**src/design/sagl_params.svh**
```systemverilog
// Purpose: Constants of the serial adapter glue logic
// Assumes: Included by the glue logic top module
// Notes:   Offsets are plain-port register indices
`ifndef SAGL_PARAMS_SVH
`define SAGL_PARAMS_SVH

`define SAGL_ADDR_W        4
`define SAGL_OFF_P1_CTRL1  4'h1
`define SAGL_OFF_P1_CTRL2  4'h2
`define SAGL_OFF_P2_CTRL1  4'h3
`define SAGL_OFF_P2_CTRL2  4'h4
`define SAGL_OFF_P1_MODEM  4'h5
`define SAGL_OFF_P2_MODEM  4'h6
`define SAGL_OFF_DMA_CTRL  4'h7
`define SAGL_OFF_DMA_STAT  4'h8
`define SAGL_OFF_WRAP      4'h9

// Interface control register 1/3 fields
`define SAGL_CTRL1_RTS     0
`define SAGL_CTRL1_DTR     1
`define SAGL_CTRL1_RATE    2
`define SAGL_CTRL1_STBY    3
`define SAGL_CTRL1_TEST    4
// Interface control register 2/4 fields
`define SAGL_CTRL2_MRXC    0
`define SAGL_CTRL2_MTXC    1
`define SAGL_CTRL2_BIPH    2
`define SAGL_CTRL2_ACU     7
// DMA control fields
`define SAGL_DMA_ENC_LSB   0
`define SAGL_DMA_ENC_W     3
`define SAGL_DMA_EN        3
// DMA status fields
`define SAGL_DMA_ACK_BIT   0
`define SAGL_DMA_TC_BIT    1
// Wrap register fields
`define SAGL_WRAP_DRV      0
`define SAGL_WRAP_RCV      1

`define SAGL_RESET_BYTE    8'h00
`define SAGL_BIPH_DIV      32
`define SAGL_BIPH_HALF     5'h0f

`endif

```
**src/design/sagl_pkg.sv**
```systemverilog
// Purpose: Types of the serial adapter glue logic
// Assumes: Nothing
// Notes:   Constants live in sagl_params.svh
package sagl_pkg;
   typedef enum logic [2:0] {
      SAGL_DMA_IDLE = 3'b001,
      SAGL_DMA_REQ  = 3'b010,
      SAGL_DMA_DONE = 3'b100
   } sagl_dma_state_t;
endpackage

```
**src/design/sagl_glue.sv**
```systemverilog
// Purpose: Glue between adapter microcontroller, serial controller,
//          modem pins and the system DMA controller
// Assumes: Register port from logic on clock; pins pass synchronisers
// Notes:   Controller register access passes straight to its pins
//
// Our own choices: the plain strobed port and the address map.
`include "sagl_params.svh"
`timescale 1ns/1ns
`default_nettype none

module sagl_glue #(
   parameter int ENC_W = `SAGL_DMA_ENC_W
) (
   input  wire logic             clock,
   input  wire logic             rst,
   input  wire logic             clk_en,
   input  wire logic [3:0]       reg_addr,
   input  wire logic [7:0]       reg_wdata,
   input  wire logic             reg_wr,
   input  wire logic             reg_rd,
   output logic      [7:0]       reg_rdata,
   input  wire logic             ctl_wr5_rts_p1,
   input  wire logic             ctl_wr5_rts_p2,
   input  wire logic             ctl_dma_req_a,
   input  wire logic             ctl_int_n,
   input  wire logic [4:0]       p1_modem_in,
   input  wire logic [4:0]       p2_modem_in,
   input  wire logic [4:0]       p2_acu_in,
   input  wire logic             x21_indicate,
   input  wire logic             x21_rxd,
   input  wire logic             x21_clk_en,
   input  wire logic             p1_modem_rxc,
   input  wire logic             p1_modem_txc,
   input  wire logic             p2_modem_rxc,
   input  wire logic             p2_modem_txc,
   input  wire logic             chan_a_transmit_clock_pin,
   input  wire logic             dma_acknowledge,
   input  wire logic             terminal_count,
   output logic      [4:0]       p1_modem_out,
   output logic      [4:0]       p2_modem_out,
   output logic                  p2_acu_sel,
   output logic                  dma_request,
   output logic      [ENC_W-1:0] dma_channel,
   output logic                  chan_a_receive_clock_pin,
   output logic                  chan_a_tx_clock_in,
   output logic                  chan_b_receive_clock_pin,
   output logic                  chan_b_tx_clock_in,
   output logic                  biphase_tx_clock
);

   // Decode of register write strobes
   function automatic logic wr_hit(input logic [3:0] a,
                                   input logic [3:0] off);
      wr_hit = (a == off);
   endfunction

   logic [7:0] p1_ctrl1_reg;
   logic [7:0] p1_ctrl2_reg;
   logic [7:0] p2_ctrl1_reg;
   logic [7:0] p2_ctrl2_reg;
   logic [7:0] wrap_reg;
   logic [7:0] dma_ctrl_reg;
   logic [7:0] p1_modem_reg;
   logic [7:0] p2_modem_reg;
   logic       reg_rd_d_reg;
   logic       ack_latch_reg;
   logic       tc_latch_reg;
   logic [1:0] x21_hist_reg;
   logic [4:0] biph_cnt_reg;
   sagl_pkg::sagl_dma_state_t dma_state_reg;

   // Two-flop synchronisers for every pin input except the unused controller DMA request and interrupt pins
   localparam int NSYNC = 27;
   logic [NSYNC-1:0] pin_raw;
   logic [NSYNC-1:0] sync1_reg;
   logic [NSYNC-1:0] sync2_reg;
   assign pin_raw = {p1_modem_in, p2_modem_in, p2_acu_in, x21_indicate,
                     x21_rxd, x21_clk_en, p1_modem_rxc, p1_modem_txc,
                     p2_modem_rxc, p2_modem_txc,
                     chan_a_transmit_clock_pin, dma_acknowledge,
                     terminal_count, ctl_wr5_rts_p1, ctl_wr5_rts_p2};

   genvar gi;
   generate
      for (gi = 0; gi < NSYNC; gi++) begin : g_sync
         always_ff @(posedge clock or posedge rst) begin
            if (rst) begin
               sync1_reg[gi] <= 1'b0;
               sync2_reg[gi] <= 1'b0;
            end else if (clk_en) begin
               sync1_reg[gi] <= pin_raw[gi];
               sync2_reg[gi] <= sync1_reg[gi];
            end
         end
      end
   endgenerate

   logic [4:0] s_p1_in;
   logic [4:0] s_p2_in;
   logic [4:0] s_acu;
   logic       s_x21_ind;
   logic       s_x21_rxd;
   logic       s_x21_en;
   logic       s_p1_rxc;
   logic       s_p1_txc;
   logic       s_p2_rxc;
   logic       s_p2_txc;
   logic       s_ctl_txc;
   logic       s_ack;
   logic       s_tc;
   logic       s_rts1;
   logic       s_rts2;
   assign {s_p1_in, s_p2_in, s_acu, s_x21_ind, s_x21_rxd, s_x21_en,
           s_p1_rxc, s_p1_txc, s_p2_rxc, s_p2_txc, s_ctl_txc, s_ack,
           s_tc, s_rts1, s_rts2} = sync2_reg;

   // Control registers written by firmware
   always_ff @(posedge clock or posedge rst) begin
      if (rst) begin
         p1_ctrl1_reg <= `SAGL_RESET_BYTE;
         p1_ctrl2_reg <= `SAGL_RESET_BYTE;
         p2_ctrl1_reg <= `SAGL_RESET_BYTE;
         p2_ctrl2_reg <= `SAGL_RESET_BYTE;
         wrap_reg     <= `SAGL_RESET_BYTE;
         dma_ctrl_reg <= `SAGL_RESET_BYTE;
      end else if (clk_en && reg_wr) begin
         if (wr_hit(reg_addr, `SAGL_OFF_P1_CTRL1))
            p1_ctrl1_reg <= reg_wdata;
         if (wr_hit(reg_addr, `SAGL_OFF_P1_CTRL2))
            p1_ctrl2_reg <= reg_wdata;
         if (wr_hit(reg_addr, `SAGL_OFF_P2_CTRL1))
            p2_ctrl1_reg <= reg_wdata;
         if (wr_hit(reg_addr, `SAGL_OFF_P2_CTRL2))
            p2_ctrl2_reg <= reg_wdata;
         if (wr_hit(reg_addr, `SAGL_OFF_WRAP))
            wrap_reg <= reg_wdata;
         if (wr_hit(reg_addr, `SAGL_OFF_DMA_CTRL))
            dma_ctrl_reg <= reg_wdata;
      end
   end

   // Outgoing control lines; only RTS merges the controller bit
   logic [4:0] p1_out_next;
   logic [4:0] p2_out_next;
   always_comb begin
      p1_out_next = p1_ctrl1_reg[4:0];
      p2_out_next = p2_ctrl1_reg[4:0];
      p1_out_next[`SAGL_CTRL1_RTS] = p1_ctrl1_reg[`SAGL_CTRL1_RTS]
                                     | s_rts1;
      p2_out_next[`SAGL_CTRL1_RTS] = p2_ctrl1_reg[`SAGL_CTRL1_RTS]
                                     | s_rts2;
   end

   always_ff @(posedge clock or posedge rst) begin
      if (rst) begin
         p1_modem_out <= 5'h00;
         p2_modem_out <= 5'h00;
         p2_acu_sel   <= 1'b0;
      end else if (clk_en) begin
         p1_modem_out <= p1_out_next;
         p2_modem_out <= p2_out_next;
         p2_acu_sel   <= p2_ctrl2_reg[`SAGL_CTRL2_ACU];
      end
   end

   // Wrap multiplexing and inversion of modem status
   logic       wrap_on;
   logic [4:0] p1_src;
   logic [4:0] p2_src;
   logic [4:0] acu_src;
   assign wrap_on = wrap_reg[`SAGL_WRAP_DRV] | wrap_reg[`SAGL_WRAP_RCV];
   assign p1_src  = wrap_on ? p1_out_next : s_p1_in;
   assign p2_src  = wrap_on ? p2_out_next : s_p2_in;
   assign acu_src = wrap_on ? p2_out_next : s_acu;

   // Port 2 lines or calling unit, picked by the mode select bit
   logic [4:0] p2_pick;
   logic [7:0] p1_live;
   logic [7:0] p2_live;
   assign p2_pick = p2_ctrl2_reg[`SAGL_CTRL2_ACU] ? acu_src
                                                   : p2_src;
   assign p1_live = {3'h0, ~p1_src};
   assign p2_live = {~s_x21_ind, x21_hist_reg, ~p2_pick};

   // Capture on leading edge of the read strobe
   logic rd_lead;
   assign rd_lead = reg_rd & ~reg_rd_d_reg;

   always_ff @(posedge clock or posedge rst) begin
      if (rst) begin
         reg_rd_d_reg <= 1'b0;
         p1_modem_reg <= `SAGL_RESET_BYTE;
         p2_modem_reg <= `SAGL_RESET_BYTE;
      end else if (clk_en) begin
         reg_rd_d_reg <= reg_rd;
         if (rd_lead) begin
            p1_modem_reg <= p1_live;
            p2_modem_reg <= p2_live;
         end
      end
   end

   // Received X.21 data history, kept only while clock logic is enabled
   logic s_x21_clk_d_reg;
   always_ff @(posedge clock or posedge rst) begin
      if (rst) begin
         x21_hist_reg    <= 2'h0;
         s_x21_clk_d_reg <= 1'b0;
      end else if (clk_en) begin
         s_x21_clk_d_reg <= s_p2_rxc;
         if (!s_x21_en)
            x21_hist_reg <= 2'h0;
         else if (s_p2_rxc && !s_x21_clk_d_reg)
            x21_hist_reg <= {x21_hist_reg[0], s_x21_rxd};
      end
   end

   // DMA request handshake
   logic dma_en;
   logic s_ack_d_reg;
   logic s_tc_d_reg;
   logic ack_rise;
   logic tc_rise;
   assign dma_en   = dma_ctrl_reg[`SAGL_DMA_EN];
   assign ack_rise = s_ack & ~s_ack_d_reg;
   assign tc_rise  = s_tc & ~s_tc_d_reg;

   always_ff @(posedge clock or posedge rst) begin
      if (rst) begin
         dma_state_reg <= sagl_pkg::SAGL_DMA_IDLE;
         s_ack_d_reg   <= 1'b0;
         s_tc_d_reg    <= 1'b0;
      end else if (clk_en) begin
         s_ack_d_reg <= s_ack;
         s_tc_d_reg  <= s_tc;
         unique case (dma_state_reg)
            sagl_pkg::SAGL_DMA_IDLE: begin
               if (dma_en)
                  dma_state_reg <= sagl_pkg::SAGL_DMA_REQ;
            end
            sagl_pkg::SAGL_DMA_REQ: begin
               if (!dma_en)
                  dma_state_reg <= sagl_pkg::SAGL_DMA_IDLE;
               else if (ack_rise)
                  dma_state_reg <= sagl_pkg::SAGL_DMA_DONE;
            end
            sagl_pkg::SAGL_DMA_DONE: begin
               if (!dma_en)
                  dma_state_reg <= sagl_pkg::SAGL_DMA_IDLE;
            end
            default: dma_state_reg <= sagl_pkg::SAGL_DMA_IDLE;
         endcase
      end
   end

   // Latches: set wins over the clear from the enable bit
   always_ff @(posedge clock or posedge rst) begin
      if (rst) begin
         ack_latch_reg <= 1'b0;
         tc_latch_reg  <= 1'b0;
      end else if (clk_en) begin
         if (ack_rise && dma_state_reg == sagl_pkg::SAGL_DMA_REQ)
            ack_latch_reg <= 1'b1;
         else if (!dma_en)
            ack_latch_reg <= 1'b0;
         if (tc_rise)
            tc_latch_reg <= 1'b1;
         else if (!dma_en)
            tc_latch_reg <= 1'b0;
      end
   end

   // Controller DMA request and interrupt pins deliberately unused
   logic unused_ctl;
   assign unused_ctl = ctl_dma_req_a & ctl_int_n;

   always_ff @(posedge clock or posedge rst) begin
      if (rst) begin
         dma_request <= 1'b0;
         dma_channel <= '0;
      end else if (clk_en) begin
         dma_request <= (dma_state_reg == sagl_pkg::SAGL_DMA_REQ)
                        && dma_en && !ack_rise;
         dma_channel <= dma_ctrl_reg[`SAGL_DMA_ENC_LSB +: ENC_W];
      end
   end

   // Divide-by-32 biphase transmit clock
   logic s_ctl_txc_d_reg;
   logic biph_en;
   assign biph_en = p1_ctrl2_reg[`SAGL_CTRL2_BIPH];

   always_ff @(posedge clock or posedge rst) begin
      if (rst) begin
         biph_cnt_reg    <= 5'h00;
         s_ctl_txc_d_reg <= 1'b0;
      end else if (clk_en) begin
         s_ctl_txc_d_reg <= s_ctl_txc;
         if (!biph_en)
            biph_cnt_reg <= 5'h00;
         else if (s_ctl_txc && !s_ctl_txc_d_reg)
            biph_cnt_reg <= biph_cnt_reg + 5'h01;
      end
   end

   // Clock gating toward controller clock pins
   always_ff @(posedge clock or posedge rst) begin
      if (rst) begin
         chan_a_receive_clock_pin <= 1'b0;
         chan_a_tx_clock_in       <= 1'b0;
         chan_b_receive_clock_pin <= 1'b0;
         chan_b_tx_clock_in       <= 1'b0;
         biphase_tx_clock         <= 1'b0;
      end else if (clk_en) begin
         chan_a_receive_clock_pin <= p1_ctrl2_reg[`SAGL_CTRL2_MRXC]
                                     & s_p1_rxc;
         chan_a_tx_clock_in <= p1_ctrl2_reg[`SAGL_CTRL2_MTXC]
                               & s_p1_txc;
         chan_b_receive_clock_pin <= p2_ctrl2_reg[`SAGL_CTRL2_MRXC]
                                     & s_p2_rxc;
         chan_b_tx_clock_in <= p2_ctrl2_reg[`SAGL_CTRL2_MTXC]
                               & s_p2_txc;
         biphase_tx_clock <= biph_en
                             && (biph_cnt_reg > `SAGL_BIPH_HALF);
      end
   end

   // Read data, one cycle after the strobe
   logic [7:0] rdata_next;
   always_comb begin
      unique case (reg_addr)
         `SAGL_OFF_P1_CTRL1: rdata_next = p1_ctrl1_reg;
         `SAGL_OFF_P1_CTRL2: rdata_next = p1_ctrl2_reg;
         `SAGL_OFF_P2_CTRL1: rdata_next = p2_ctrl1_reg;
         `SAGL_OFF_P2_CTRL2: rdata_next = p2_ctrl2_reg;
         // A held strobe returns the capture, not the live lines
         `SAGL_OFF_P1_MODEM: rdata_next = rd_lead ? p1_live : p1_modem_reg;
         `SAGL_OFF_P2_MODEM: rdata_next = rd_lead ? p2_live : p2_modem_reg;
         `SAGL_OFF_DMA_CTRL: rdata_next = dma_ctrl_reg;
         `SAGL_OFF_DMA_STAT: rdata_next = {6'h00, tc_latch_reg,
                                           ack_latch_reg};
         `SAGL_OFF_WRAP:     rdata_next = wrap_reg;
         default:            rdata_next = 8'h00;
      endcase
   end

   always_ff @(posedge clock or posedge rst) begin
      if (rst)
         reg_rdata <= 8'h00;
      else if (clk_en)
         reg_rdata <= reg_rd ? rdata_next : 8'h00;
   end

endmodule

`default_nettype wire

```
**config.mk**
```make
export PLATFORM = sky130hd
export DESIGN_NAME = sagl_glue
export DESIGN_NICKNAME = d
export VERILOG_FILES = /design/src/design/sagl_pkg.sv /design/src/design/sagl_glue.sv
export VERILOG_INCLUDE_DIRS = /design/src /design/src/design
export SDC_FILE = /design/constraint.sdc
export NUM_CORES = 1
export LEC_CHECK = 0
export BUFFER_PORTS_ARGS = -buffer_cell sky130_fd_sc_hd__buf_2
export CORE_MARGIN = 5
export CORE_UTILIZATION = 55
export CTS_BUF_LIST = sky130_fd_sc_hd__clkbuf_4 sky130_fd_sc_hd__clkbuf_8 sky130_fd_sc_hd__clkbuf_16
export CTS_CLUSTER_SIZE = 40
export DETAILED_ROUTE_END_ITERATION = 10
export PLACE_DENSITY = 0.75
export SKIP_LAST_GASP = 1
export SYNTH_ARGS = -nofsm -noshare
export SYNTH_HDL_FRONTEND = slang
export SYNTH_SLANG_ARGS = --single-unit
export TNS_END_PERCENT = 10
```
**constraint.sdc**
```tcl
create_clock -name clock -period 6.1 [get_ports clock]
set_input_delay 0.915 -clock clock [delete_from_list [all_inputs] [get_ports clock]]
set_output_delay 0.915 -clock clock [all_outputs]
set_load 0.05 [all_outputs]
```
==> metrics.md <==
| Metric | Value |
|---|---|
| Maximum clock insertion buffer count | 2 |
| Ratio of cells with drive above 1 in the final layout | 37.5% |
| CP Max Fanout | 26 |
| Worst Slack Setup Final | 3.29 ns |
| Routability congestion estimate from global placement | 0.855 |
| Minimum clock period | 2.81 ns |
| Required time at the endpoint of the critical path | between 6 and 7 ns |
| Setup repair after global routing missed its margin | false |
| 1st-pass router iterations | 5 |
| Worst min-delay path endpoint | tc_latch_reg |
| Leading cell types in the layout, fill and taps excluded | 162 x dfrtp_1, 115 x mux2_2, 70 x buf_2, 32 x o21ai_0, 30 x nand2_1 |
| Number of max-slew violations in the final report | 0 |
| Dominant synthesized flop cell | dfrtp_1 |
| Count of routing violations after the opening detailed-route iteration | 419 |
| Clock root buffer | clkbuf_16 |
| Final non-filler cell area | 8410 um2 |
| Maximum resistive drop on vdd | 0.231 mV |
| Delay of the slowest cell on the worst path | around 0.82 ns |
| Quantity of hold-fixing buffers added after cts | 0 |
| Sequence of cells on the critical path | buf_2, nor2b_1, nand2_1, mux2_2 |
| Post CTS Setup Buffer Count | 0 |
| Sequential area share after synthesis | 55.3% |
| Max_slew headroom | 30.8% |
| Highest clock frequency the design can meet | 0.356 GHz |
| Count of nets left with antenna violations after detail routing | 0 |
| Wire length after detailed routing | 16200 um |
| Worst Hold Slack | 0.460 ns |
| Die height | 126 um |
| Via count of the first global-routing pass | 5118 |
| Global router's overall resource usage | 21.3% |
| Count of standard-cell rows | 42 |
| Setup violation total in the final timing report | 0 |
| Setup crit end kind | flop |
| Total CTS buffers | 17 |
| Syn Std Cell Area | between 7000 and 8000 um2 |
| Mean instance size in the synthesized netlist | around 13 um2 |
| Share of the clock period used by the worst path after layout | 46.0% |
| Arrival time at the worst endpoint | 3.12 ns |
| RR Startpoint | reg_rd_d_reg |
| Slack of the worst reg-to-reg path | around 3.5 ns |
| Warnings, synthesis | 0 |
| Global routing usage on met1 | 27.0% |
| Count of nets after finishing | 691 |
| Clock input transition at the sequential cells of the worst setup and hold paths | 0.06 ns |
| Initial core utilization | 56.0% |
| DRC violation count after routing | 0 |
| GR Util met2 | between 30% and 40% |
| Run status | completed |
| CTS sink cnt | 163 |
| Clock network latency to the later pin of the worst-skew pair | 0.43 ns |
| CTS tree | yes |
| Number of I/O port buffers | 71 |
| Synth cell types | 58 |
| Number of fill cells | a little over 1000 |
| Detailed-route via count | 4961 |
| Setup CP Type | in2reg |
| Detailed-placement wirelength estimate | 11000 um |
| Pin slew with the least headroom to its limit | around 1.0 ns |
| Post-cts repair resize count | 0 |
| Antenna Diode Count | 0 |
| PD cells | 353 nW/um2 |
| Count of max-cap constraint violations | 0 |
| DR WL/cell | slightly below 20 um |
| Initial antenna violation count | 0 |
| Core ar. | 13200 um2 |
| Most common cell after layout, fill and taps aside | dfrtp_1 |
| Wire length of the first global-routing pass | 26600 um |
| Vias per std cell | a little under 6 |
| Max FFs per register | 27 |
| Critical Path Source Type | input port |
| Fraction of synthesis flops using an asynchronous set or reset pin | 100% |
| Busiest metal layer after global routing | met2 |
| GRT overflow | 0 |
| Worst hold path startpoint | s_tc_d_reg |
| X dimension of the die | 126 um |
| Hold Path Depth | 1 |
| Depth of the worst register-to-register path | 3 |
| Syn Nets | 634 |
| Static power due to leakage | 3.82 nW |
| Final hold vios | 0 |
| Num ports | 74 |
| Pin count of the biggest net entering global routing | 94 |
| Setup Total Neg Slack | 0 ns |
| Top delay family on crit path | simple AND/OR/NAND/NOR gates |
| Number of enable flip-flop cells after synthesis | 0 |
| Post-synthesis to final-layout area growth | 13.8% |
| Cell with the largest stage delay on the worst path | nor2b_1 |
| Max Clock Skew | around 0.0057 ns |
| Buffer and inverter count on the worst path | 1 |
| Placement-stage cell area | 7800 um2 |
| Post-Place Worst Slack | 2.92 ns |
| Grt met3 use | 6.48% |
| CTS H-tree lvls | 4 |
| Die Footprint | 15800 um2 |
| Post-synthesis instance total | 586 |
| Endpoint of the worst-slack reg-to-reg timing path | p2_modem_reg[1] |
| Number of storage elements in the synthesis netlist | between 150 and 200 |
| HP Class | reg2reg |
[logic make-up (layout without fill, tap and decap cells)]
family,Yosys count,count (layout),synth area share (%)
AOI/OAI and AO/OA,101,101,9.30
adders and majority gates,2,2,0.339
buffers and inverters,50,120,3.29
DFF,163,163,55.3
muxes,142,142,21.7
and+or+nand+nor,128,128,10.1
[worst max path at each step]
stage                           end  depth (start not counted)    from
floorplan             ack_latch_reg                          1     rst
global placement    p2_modem_reg[1]                          4  reg_rd
detailed placement  p2_modem_reg[1]                          4  reg_rd
CTS                 p2_modem_reg[5]                          4  reg_rd
global route        p1_modem_reg[2]                          5  reg_rd
finish              p2_modem_reg[1]                          4  reg_rd
[Yosys cell counts, drive strengths merged, types with 5 or more instances]
library cell / number / area share, %
clkbuf: 9 / 0.47
nor2b: 6 / 0.54
o41ai: 7 / 0.83
a22o: 7 / 0.83
mux2i: 19 / 2.6
o32ai: 5 / 0.69
a21oi: 15 / 1.0
buf: 27 / 2.1
nand3: 22 / 1.6
nand2b: 9 / 0.76
dfrtp: 162 / 55
or3b: 6 / 0.71
nor3: 6 / 0.41
nor2: 17 / 0.93
nand3b: 5 / 0.51
a211oi: 5 / 0.51
o21a: 6 / 0.61
o21ai: 32 / 2.2
and3: 7 / 0.59
mux2: 123 / 19
inv: 14 / 0.71
nand2: 30 / 1.5
[final cells by class]
class / instances / area, um2 / area share (%)
tap: 176 / 220 / 2.62
timing repair buffer: 74 / 380 / 4.53
clock buffer: 19 / 447 / 5.31
sequential: 163 / 4080 / 48.5
clock inverter: 13 / 159 / 1.89
multi-input combinational: 373 / 3060 / 36.4
inverter: 14 / 57.6 / 0.685
[power by group]
group	internal [mW]	switching (mW)
combinational	0.215	0.283
sequential	1.26	0.131
clock	0.658	0.428
[worst register-to-register path, cell delays in order (launching register included)]
cell	delay (ns)
dfrtp_1	0.39
nor2b_1	0.80
nand2_1	0.77
mux2_2	0.50
[per-stage QoR]
stage | cells | total power, mW | utilization [%]
finish | 832 | 2.97 | 63.7
global route | 832 | 3.10 | 63.7
CTS | 832 | 2.99 | 63.7
detailed placement | 800 | 1.90 | 59.1
global placement | 800 | 1.87 | 59.1
floorplan | 586 | 1.76 | -
[routing by layer]
layer	wire length [um]	part of all wire, %
met5	0	0
met4	376	2.3
met3	823	5.1
met2	7900	49
met1	7130	44
Power figures use the tool's default switching activity.
